--- src/inc/adc_cal_pkg.sv ---
package adc_cal_pkg;

  // data path widths
  localparam int WORD_BITS = 16;
  localparam int GAIN_FRAC_BITS = 14;
  localparam int ACC_BITS = 19;

  // one output word every 32 master clocks
  localparam logic [4:0] WORD_LAST = 5'h1f;
  localparam logic [4:0] WORD_FIRST = 5'h00;

  // hold-off after an align edge or after standby, in master clocks (2080)
  localparam logic [11:0] SYNC_HOLD_CYCLES = 12'h0820;

  // calibration timing, counted in output words
  localparam logic [7:0] SETTLE_WORDS_UNI = 8'h3c;
  localparam logic [7:0] SETTLE_WORDS_BI = 8'h60;
  localparam logic [7:0] AVG_WORDS = 8'h08;
  localparam logic [7:0] FINAL_SETTLE_WORDS = 8'h41;

  // gain factor is Q2.14; stored value is the deviation from unity
  localparam logic [15:0] GAIN_UNITY = 16'h4000;
  localparam logic [15:0] GAIN_TARGET = 16'h7fff;
  localparam logic [15:0] GAIN_MAX = 16'h7fff;

  // values after reset
  localparam logic [15:0] OFFSET_CLEAR = 16'h0000;
  localparam logic [15:0] GAIN_DELTA_CLEAR = 16'h0000;
  localparam logic [3:0] CTRL_RESET = 4'h0;

  typedef struct packed {
    logic standby;
    logic calibrate;
    logic input_range;
    logic pin_select;
  } ctrl_type;

  typedef struct packed {
    logic signed [15:0] offset;
    logic signed [15:0] gain_delta;
  } cal_store_type;

  typedef enum logic [1:0] {
    MOD_PINS,
    MOD_SHORTED,
    MOD_REFERENCE
  } mod_input_type;

endpackage : adc_cal_pkg

--- src/adc_calibration_sync_control.sv ---
`timescale 1ns/1ps
module adc_calibration_sync_control #(
  parameter int WIDTH = 16
) (
  // clock and reset
  input wire logic mclk,
  input wire logic sys_rst,
  // interface mode and serial-mode control pins
  input wire logic serial_mode,
  input wire logic calibrate_pin,
  input wire logic low_power_hold,
  input wire logic input_range_select,
  input wire logic align_pin,
  // parallel-mode control register write
  input wire logic ctrl_write,
  input wire adc_cal_pkg::ctrl_type ctrl_wdata,
  // shared valid/align pin
  input wire logic valid_or_align_in,
  output logic valid_or_align_out,
  output logic valid_or_align_oe_n,
  // filter side
  input wire logic signed [WIDTH-1:0] filter_word,
  output logic filter_reset,
  output logic filter_run,
  output adc_cal_pkg::mod_input_type mod_input,
  // host data side
  output logic [WIDTH-1:0] result_word,
  output logic conversion_ready_flag,
  output logic calibrate_bit,
  output adc_cal_pkg::ctrl_type ctrl_status
);
  import adc_cal_pkg::*;

  typedef enum logic [2:0] {
    ST_RUN,
    ST_STANDBY,
    ST_HOLD,
    ST_OFS_SETTLE,
    ST_OFS_AVG,
    ST_GAIN_SETTLE,
    ST_GAIN_AVG,
    ST_FINAL_SETTLE
  } state_type;

  function automatic logic in_cal(input state_type s);
    in_cal = (s == ST_OFS_SETTLE) || (s == ST_OFS_AVG) || (s == ST_GAIN_SETTLE) ||
             (s == ST_GAIN_AVG) || (s == ST_FINAL_SETTLE);
  endfunction : in_cal

  // words each calibration phase lasts; bipolar settles longer
  function automatic logic [7:0] phase_words(input state_type s, input logic bipolar);
    phase_words = FINAL_SETTLE_WORDS;
    if (s == ST_OFS_SETTLE || s == ST_GAIN_SETTLE) begin
      phase_words = bipolar ? SETTLE_WORDS_BI : SETTLE_WORDS_UNI;
    end else if (s == ST_OFS_AVG || s == ST_GAIN_AVG) begin
      phase_words = AVG_WORDS;
    end
  endfunction : phase_words

  state_type state;
  state_type next_state;
  ctrl_type ctrl;
  cal_store_type store;
  logic [4:0] word_phase;
  logic [11:0] hold_count;
  logic [7:0] word_count;
  logic signed [ACC_BITS-1:0] acc;
  logic signed [WIDTH-1:0] ofs_mean;
  logic signed [WIDTH-1:0] gain_diff;
  logic div_start;
  logic cal_bipolar;
  logic align_prev;
  logic calibrate_prev;
  logic [WIDTH-1:0] div_quotient;
  logic div_done;
  logic [WIDTH-1:0] corrected;

  // effective controls: pins in serial mode, register bits in parallel mode
  wire logic standby_now = serial_mode ? low_power_hold : ctrl.standby;
  wire logic bipolar_now = serial_mode ? input_range_select : ctrl.input_range;
  // shared pin counts as align only once released, so our own valid level is never a false edge
  wire logic align_level = serial_mode ? align_pin : (valid_or_align_oe_n & valid_or_align_in);
  // one flop stands in for the delayed-clock latch, so the host must move align mid-period
  wire logic align_rise = align_level & ~align_prev;
  wire logic cal_request = serial_mode ? (calibrate_pin & ~calibrate_prev) :
                                         (ctrl_write & ctrl_wdata.calibrate);
  wire logic word_tick = word_phase == WORD_LAST;
  wire logic phase_end = word_tick && (word_count == phase_words(state, cal_bipolar) - 8'h01);
  wire logic signed [ACC_BITS-1:0] acc_sum = acc + ACC_BITS'(filter_word);
  wire logic signed [WIDTH-1:0] avg_mean = acc_sum[ACC_BITS-1:3];
  wire logic cal_accept = cal_request && in_cal(next_state) && !in_cal(state);
  wire logic cal_exit = in_cal(state) && !in_cal(next_state);
  wire logic hold_now = next_state != ST_RUN;
  wire logic commit = div_done && state == ST_FINAL_SETTLE;
  wire logic strap_clear = serial_mode && !calibrate_pin;

  // standby beats align, align beats the running sequence
  always_comb begin
    next_state = state;
    if (standby_now) begin
      next_state = ST_STANDBY;
    end else if (align_rise) begin
      next_state = ST_HOLD;
    end else begin
      unique case (state)
        ST_STANDBY: begin
          next_state = ST_HOLD;
        end
        ST_HOLD: begin
          if (cal_request) begin
            next_state = ST_OFS_SETTLE;
          end else if (hold_count == 12'h000) begin
            next_state = ST_RUN;
          end
        end
        ST_RUN: begin
          if (cal_request) begin
            next_state = ST_OFS_SETTLE;
          end
        end
        ST_OFS_SETTLE: begin
          if (phase_end) begin
            next_state = ST_OFS_AVG;
          end
        end
        ST_OFS_AVG: begin
          if (phase_end) begin
            next_state = ST_GAIN_SETTLE;
          end
        end
        ST_GAIN_SETTLE: begin
          if (phase_end) begin
            next_state = ST_GAIN_AVG;
          end
        end
        ST_GAIN_AVG: begin
          if (phase_end) begin
            next_state = ST_FINAL_SETTLE;
          end
        end
        ST_FINAL_SETTLE: begin
          if (phase_end) begin
            next_state = ST_RUN;
          end
        end
      endcase
    end
  end

  always_ff @(posedge mclk) begin
    if (sys_rst) begin
      state <= ST_HOLD;
    end else begin
      state <= next_state;
    end
  end

  // decimation phase moves only for align, never for calibration
  always_ff @(posedge mclk) begin
    if (sys_rst) begin
      word_phase <= WORD_FIRST;
    end else if (align_rise && !standby_now) begin
      word_phase <= WORD_FIRST;
    end else begin
      word_phase <= word_phase + 5'h01;
    end
  end

  always_ff @(posedge mclk) begin
    if (sys_rst) begin
      hold_count <= SYNC_HOLD_CYCLES - 12'h001;
    end else if (next_state == ST_HOLD && state != ST_HOLD) begin
      hold_count <= SYNC_HOLD_CYCLES - 12'h001;
    end else if (hold_count != 12'h000) begin
      hold_count <= hold_count - 12'h001;
    end
  end

  always_ff @(posedge mclk) begin
    if (sys_rst || next_state != state) begin
      word_count <= 8'h00;
    end else if (word_tick) begin
      word_count <= word_count + 8'h01;
    end
  end

  always_ff @(posedge mclk) begin
    if (sys_rst) begin
      align_prev <= 1'b0;
      // a calibrate pin left high through reset is not a start request
      calibrate_prev <= 1'b1;
    end else begin
      align_prev <= align_level;
      calibrate_prev <= calibrate_pin;
    end
  end

  // range is frozen at start; the values only suit that range
  always_ff @(posedge mclk) begin
    if (sys_rst) begin
      cal_bipolar <= 1'b0;
    end else if (cal_accept) begin
      cal_bipolar <= bipolar_now;
    end
  end

  always_ff @(posedge mclk) begin
    if (sys_rst || next_state != state) begin
      acc <= '0;
    end else if (word_tick && (state == ST_OFS_AVG || state == ST_GAIN_AVG)) begin
      acc <= acc_sum;
    end
  end

  always_ff @(posedge mclk) begin
    if (sys_rst) begin
      ofs_mean <= OFFSET_CLEAR;
      gain_diff <= OFFSET_CLEAR;
      div_start <= 1'b0;
    end else begin
      div_start <= phase_end && state == ST_GAIN_AVG && next_state == ST_FINAL_SETTLE;
      if (phase_end && state == ST_OFS_AVG) begin
        ofs_mean <= avg_mean;
      end
      if (phase_end && state == ST_GAIN_AVG) begin
        gain_diff <= avg_mean - ofs_mean;
      end
    end
  end

  gain_divider #(
    .WIDTH(WIDTH),
    .FRAC(GAIN_FRAC_BITS)
  ) u_gain_divider (
    .mclk(mclk),
    .sys_rst(sys_rst),
    .start(div_start),
    .divisor(gain_diff),
    .quotient(div_quotient),
    .done(div_done)
  );

  // no reset except the power-up strap: values survive standby, sync and aborts
  always_ff @(posedge mclk) begin
    if (sys_rst) begin
      if (strap_clear) begin
        store.offset <= OFFSET_CLEAR;
        store.gain_delta <= GAIN_DELTA_CLEAR;
      end
    end else if (commit) begin
      store.offset <= ofs_mean;
      store.gain_delta <= div_quotient - GAIN_UNITY;
    end
  end

  // set wins over the end-of-calibration clear
  always_ff @(posedge mclk) begin
    if (sys_rst) begin
      ctrl <= CTRL_RESET;
      calibrate_bit <= 1'b0;
    end else begin
      calibrate_bit <= cal_accept | (calibrate_bit & ~cal_exit);
      if (ctrl_write && !serial_mode) begin
        ctrl.standby <= ctrl_wdata.standby;
        ctrl.input_range <= ctrl_wdata.input_range;
        ctrl.pin_select <= ctrl_wdata.pin_select;
      end
      ctrl.calibrate <= cal_accept | (ctrl.calibrate & ~cal_exit);
    end
  end

  output_corrector #(
    .WIDTH(WIDTH),
    .FRAC(GAIN_FRAC_BITS)
  ) u_output_corrector (
    .raw(filter_word),
    .offset(store.offset),
    .gain_delta(store.gain_delta),
    .bipolar(bipolar_now),
    .code(corrected)
  );

  always_ff @(posedge mclk) begin
    if (sys_rst) begin
      result_word <= '0;
      conversion_ready_flag <= 1'b0;
      valid_or_align_out <= 1'b0;
      valid_or_align_oe_n <= 1'b1;
      filter_reset <= 1'b0;
      filter_run <= 1'b0;
      mod_input <= MOD_PINS;
      ctrl_status <= CTRL_RESET;
    end else begin
      if (word_tick && !hold_now) begin
        result_word <= corrected;
      end
      if (hold_now) begin
        conversion_ready_flag <= !serial_mode;
      end else if (serial_mode) begin
        conversion_ready_flag <= word_tick;
      end else begin
        conversion_ready_flag <= word_tick || word_phase == WORD_FIRST;
      end
      valid_or_align_out <= !hold_now;
      valid_or_align_oe_n <= !serial_mode && ctrl.pin_select;
      filter_reset <= align_rise && !standby_now;
      filter_run <= !standby_now;
      ctrl_status <= {ctrl.standby, calibrate_bit, ctrl.input_range, ctrl.pin_select};
      unique case (next_state)
        ST_OFS_SETTLE, ST_OFS_AVG: begin
          mod_input <= MOD_SHORTED;
        end
        ST_GAIN_SETTLE, ST_GAIN_AVG: begin
          mod_input <= MOD_REFERENCE;
        end
        default: begin
          mod_input <= MOD_PINS;
        end
      endcase
    end
  end

endmodule : adc_calibration_sync_control

--- src/gain_divider.sv ---
`timescale 1ns/1ps
module gain_divider #(
  parameter int WIDTH = 16,
  parameter int FRAC = 14
) (
  // clock and reset
  input wire logic mclk,
  input wire logic sys_rst,
  // request
  input wire logic start,
  input wire logic signed [WIDTH-1:0] divisor,
  // answer
  output logic [WIDTH-1:0] quotient,
  output logic done
);
  import adc_cal_pkg::*;

  localparam int STEPS = WIDTH + FRAC;

  logic [STEPS-1:0] dividend;
  logic [STEPS-1:0] quot;
  logic [WIDTH:0] rem;
  logic [WIDTH:0] den;
  logic [5:0] count;
  logic busy;
  logic bad;

  wire logic [WIDTH:0] trial = {rem[WIDTH-1:0], dividend[STEPS-1]};
  wire logic fits = trial >= den;
  wire logic [WIDTH:0] next_rem = fits ? trial - den : trial;
  wire logic last_step = busy && (count == 6'(STEPS - 1));
  wire logic [STEPS-1:0] final_quot = {quot[STEPS-2:0], fits};
  // saturate so a tiny reference reading cannot wrap the factor
  wire logic overflow = |final_quot[STEPS-1:WIDTH-1];

  always_ff @(posedge mclk) begin
    if (sys_rst) begin
      busy <= 1'b0;
      done <= 1'b0;
      count <= 6'h00;
      rem <= '0;
      den <= '0;
      quot <= '0;
      dividend <= '0;
      bad <= 1'b0;
      quotient <= GAIN_UNITY;
    end else begin
      done <= last_step || (start && divisor <= 0);
      if (start) begin
        busy <= divisor > 0;
        bad <= divisor <= 0;
        count <= 6'h00;
        rem <= '0;
        quot <= '0;
        den <= {1'b0, divisor};
        dividend <= {GAIN_TARGET, {FRAC{1'b0}}};
        if (divisor <= 0) begin
          quotient <= GAIN_UNITY;
        end
      end else if (busy) begin
        count <= count + 6'h01;
        rem <= next_rem;
        quot <= final_quot;
        dividend <= {dividend[STEPS-2:0], 1'b0};
        if (last_step) begin
          busy <= 1'b0;
          quotient <= overflow ? GAIN_MAX : final_quot[WIDTH-1:0];
        end
      end
    end
  end

endmodule : gain_divider

--- src/output_corrector.sv ---
`timescale 1ns/1ps
module output_corrector #(
  parameter int WIDTH = 16,
  parameter int FRAC = 14
) (
  // raw filter word and calibration values
  input wire logic signed [WIDTH-1:0] raw,
  input wire logic signed [WIDTH-1:0] offset,
  input wire logic signed [WIDTH-1:0] gain_delta,
  input wire logic bipolar,
  // corrected, formatted code
  output logic [WIDTH-1:0] code
);
  import adc_cal_pkg::*;

  localparam logic signed [WIDTH:0] POS_LIMIT = {2'b00, {(WIDTH-1){1'b1}}};
  localparam logic signed [WIDTH:0] NEG_LIMIT = {2'b11, {(WIDTH-1){1'b0}}};

  wire logic signed [WIDTH:0] diff = WIDTH'(raw) - offset;
  // signed sum, so a factor below unity (negative delta) is sign-extended
  wire logic signed [WIDTH:0] gain = $signed({1'b0, GAIN_UNITY}) + gain_delta;
  wire logic signed [2*WIDTH+1:0] product = diff * gain;
  wire logic signed [2*WIDTH+1:0] scaled = product >>> FRAC;
  wire logic too_high = scaled > POS_LIMIT;
  wire logic too_low = scaled < NEG_LIMIT;
  wire logic [WIDTH-1:0] clipped = too_high ? POS_LIMIT[WIDTH-1:0] :
                                   too_low ? NEG_LIMIT[WIDTH-1:0] : scaled[WIDTH-1:0];

  // unipolar straight binary is the two's complement word with its sign flipped
  assign code = bipolar ? clipped : {~clipped[WIDTH-1], clipped[WIDTH-2:0]};

endmodule : output_corrector

--- config.mk ---
export PLATFORM = sky130hd
export DESIGN_NAME = adc_calibration_sync_control
export DESIGN_NICKNAME = d
export VERILOG_FILES = /design/src/inc/adc_cal_pkg.sv /design/src/adc_calibration_sync_control.sv /design/src/gain_divider.sv /design/src/output_corrector.sv
export SDC_FILE = /design/constraint.sdc
export NUM_CORES = 1
export LEC_CHECK = 0
export BUFFER_PORTS_ARGS = -buffer_cell sky130_fd_sc_hd__buf_2
export CORE_MARGIN = 3
export CORE_UTILIZATION = 59
export DETAILED_ROUTE_END_ITERATION = 6
export HOLD_SLACK_MARGIN = 0.05
export PLACE_DENSITY = 0.79
export RECOVER_POWER = 25
export SETUP_SLACK_MARGIN = 0.5
export SYNTH_ARGS = -nofsm -noshare
export SYNTH_HDL_FRONTEND = slang
export SYNTH_HIERARCHICAL = 1
export SYNTH_SLANG_ARGS = --single-unit
--- constraint.sdc ---
create_clock -name mclk -period 9 [get_ports mclk]
set_input_delay 0.45 -clock mclk [delete_from_list [all_inputs] [get_ports mclk]]
set_output_delay 0.45 -clock mclk [all_outputs]
set_load 0.02 [all_outputs]
==> flow_metrics.tcl <==
set metrics [dict create \
    hpwlAfterDp_mm 44.3 \
    synth_cell_types 101 \
    synthCells 2724 \
    synth_edf_count 32 \
    status "complete, but fails checks" \
    drtIter0Drc 1217 \
    drt_wl_total_mm 59.4 \
    grt_pass1_wl_mm 96.4 \
    drt-pass1-iter-count 5 \
    via_per_inst 5.78 \
    placed_cells 3224 \
    crit_slowest_cell "fa_2" \
    multi_input_area_mm2 0.0175 \
    clk_pin_slew_ns 0.07 \
    cpPeakStageDelay_ns 0.55 \
    worstSetupEndpointType "flip-flop" \
    synth_nets 3205 \
    clockBufferDepth 3 \
    drc_errors 0 \
    syn_area_per_cell_um2 8.89 \
    finalInstanceArea_mm2 0.0267 \
    grtUsageTotal 0.268 \
    cts_sinks 247 \
    critPathKind "reg -> reg" \
    skew_ns 0.0233 \
    die_h_um 209 \
    grt_pass1_vias 19900 \
    max_freq_mhz 117 \
    drv_slew 163 \
    port-buffer-count 56 \
    hold_viol 0 \
    hold_ws_ns 0.144 \
    cp_data_arrival_time_ns 8.87 \
    final.fill_count 3199 \
    final_layout_size_suffix_gt1_frac 0.103 \
    die_area_mm2 0.0435 \
    violations "max-capacitance violations, max-slew violations" \
    overflow 0 \
    cp_top_family "adder cells" \
    cts_tree "built" \
    ioPinCount 57 \
    maxCapViolCount 2 \
    seq_area_frac_synth 0.217 \
    async_flop_share 0 \
    synth_seq_cells 247 \
    gp_congestion 0.940 \
    period_needed_ns 8.58 \
    cp.required_ns 9.29 \
    final_nets 3246 \
    crit_top_cell "fa_2" \
    hold_buffers 0 \
    dr_total_vias 19100 \
    final_util 0.664 \
    wl_per_cell_um 17.9 \
    place_area_mm2 0.0249 \
    coreArea_mm2 0.0402 \
    start_util 0.603 \
    htree_levels 1 \
    drtAntennaViolNets 0 \
    rsz0062_at_grt "true" \
    hp-class "in -> reg" \
    ys_warn_count 6 \
    area_growth_syn_to_layout_pct 10.2 \
    clk-insertion-delay-late_ns 0.54 \
    period_share 0.954 \
    setup_viol 0 \
    slew_headroom -1.33 \
    die_w_um 209 \
    final-seq-area_mm2 0.00527 \
    crit_path_start_kind "flip-flop" \
    synth_area_mm2 0.0242 \
    synth_ff_type "dfxtp_1" \
    critPathBufInv 6 \
    cts_root_buf "clkbuf_16" \
    cts_buffers 25 \
    crit_fanout 8 \
    grt_max_degree 82 \
    rows 73 \
    tightest_slew_ns 3.50 \
    antenna_found_initial 1 \
    instances_no_fill 3311 \
]
==> layout by cell type, fill, tap and decap left out, types with 26 or more instances in the layout <==
cell / n
inv_1: 411
fa_1: 286
nand2_1: 251
dfxtp_1: 214
nor2_1: 212
ha_1: 140
and2_1: 132
a21oi_1: 127
nor2b_1: 80
mux2i_1: 70
buf_4: 54
xnor2_1: 49
nor3_1: 45
o21ai_0: 44
a21o_1: 40
xor2_1: 36
a211oi_1: 33
clkbuf_1: 33
nand3_1: 32
edfxtp_1: 32
buf_2: 27
clkbuf_16: 26
==> worst reg2reg max path, delay by kind of cell (launching register included) <==
| family | cells | cell delay, ns |
|---|---|---|
| AO/OA/AOI/OAI | 9 | 2.09 |
| multiplexers | 1 | 0.19 |
| XOR/XNOR | 2 | 0.32 |
| AND/OR/NAND/NOR | 8 | 0.89 |
| flip-flops | 1 | 0.42 |
| adder cells (fa/ha/maj) | 9 | 3.94 |
| buffers and inverters | 6 | 0.49 |
==> Yosys cell counts (4+ instances only) <==
cell type,n,area share
dfxtp_1,215,0.18
buf_6,6,0.0028
buf_2,13,0.0027
o211ai_1,9,0.0028
nand2b_1,25,0.0065
o21a_1,24,0.0074
nor2_1,216,0.033
nor4_1,11,0.0028
buf_1,6,0.00093
a211oi_1,35,0.011
o2111ai_1,4,0.0014
a31oi_1,19,0.0049
fa_1,298,0.25
or2_2,10,0.0026
xor2_1,37,0.013
nor3b_1,7,0.0022
inv_1,427,0.066
nand4_1,9,0.0023
or3_1,7,0.0018
a21boi_0,6,0.0019
xnor2_1,52,0.019
nand2_1,258,0.040
a211o_1,6,0.0022
and3_1,20,0.0052
o21ai_1,13,0.0027
nor2b_1,82,0.021
o31ai_1,6,0.0019
nand3_1,33,0.0068
o21bai_1,7,0.0022
o21ai_0,49,0.010
mux2i_1,70,0.029
clkbuf_1,82,0.013
nor3_1,47,0.0097
a311oi_1,4,0.0014
a21o_1,40,0.012
ha_1,154,0.080
and2_1,136,0.035
edfxtp_1,32,0.040
a21oi_1,139,0.029
o21ai_2,4,0.0014
==> state kept, by name, indices dropped and copies added (netlist names), 2 cells and up <==
register and cells:
acc 19, u_gain_divider/rem 16, result_word 16, ctrl 3, ctrl_status 4, ofs_mean 16
u_gain_divider/dividend 16, store 32, u_gain_divider/quot 29, gain_diff 16, u_gain_divider/quotient 16, state 3
word_count 8, u_gain_divider/count 6, mod_input 2, word_phase 5, u_gain_divider/den 16, hold_count 12
==> layer usage <==
layer	up-vias	wire length, um	global-route usage
met1	9466	23900	0.334
met4	0	2620	0.121
met5	-	0	0
li1	8869	-	-
met2	630	29500	0.465
met3	169	3460	0.0362
==> final timing paths <==
path	start	endpoint	slack (ns)	depth (start not counted)
worst max-delay path	store[16]	result_word[13]	0.42	35
worst min-delay path	calibrate_pin	calibrate_prev	0.14	2
worst max register to register	store[16]	result_word[13]	0.42	35
worst min register to register	ofs_mean[13]	ofs_mean[13]	0.46	2
==> repair_timing <==
action | CTS | global route
pin swaps | 42 | 67
resized for setup | 36 | 102
gates cloned | 2 | 1
endpoints found under the setup margin | 15 | 16
buffers inserted | 11 | 25
==> kinds of logic (layout without fill, tap and decap cells) <==
family	count (synthesis)	in the layout	synth area share
flip-flops	247	247	0.217
adder cells (fa/ha/maj)	452	452	0.326
XOR/XNOR	93	93	0.0360
AO/OA/AOI/OAI	421	423	0.118
other	0	2	0
AND/OR/NAND/NOR	897	897	0.183
buffers and inverters	539	597	0.0872
multiplexers	75	75	0.0317
==> cell type report <==
cell class	instances	area share
multi-input combinational	1940	0.654
clock buffer	31	0.0258
inverter	427	0.0600
tap	525	0.0246
timing repair buffer	124	0.0323
clock inverter	15	0.00586
antenna	2	0.000187
sequential	247	0.197
==> per-stage QoR <==
step	setup slack, ns	TNS [ns]
CTS	0.522	0
global route	0.128	0
finish	0.418	0
global placement	0.0601	0
floorplan	0.552	0
detailed placement	-0.106	-1.20
Power is not shown: default switching activity piles up to over one toggle a cycle in this logic, so the estimate is an artifact.
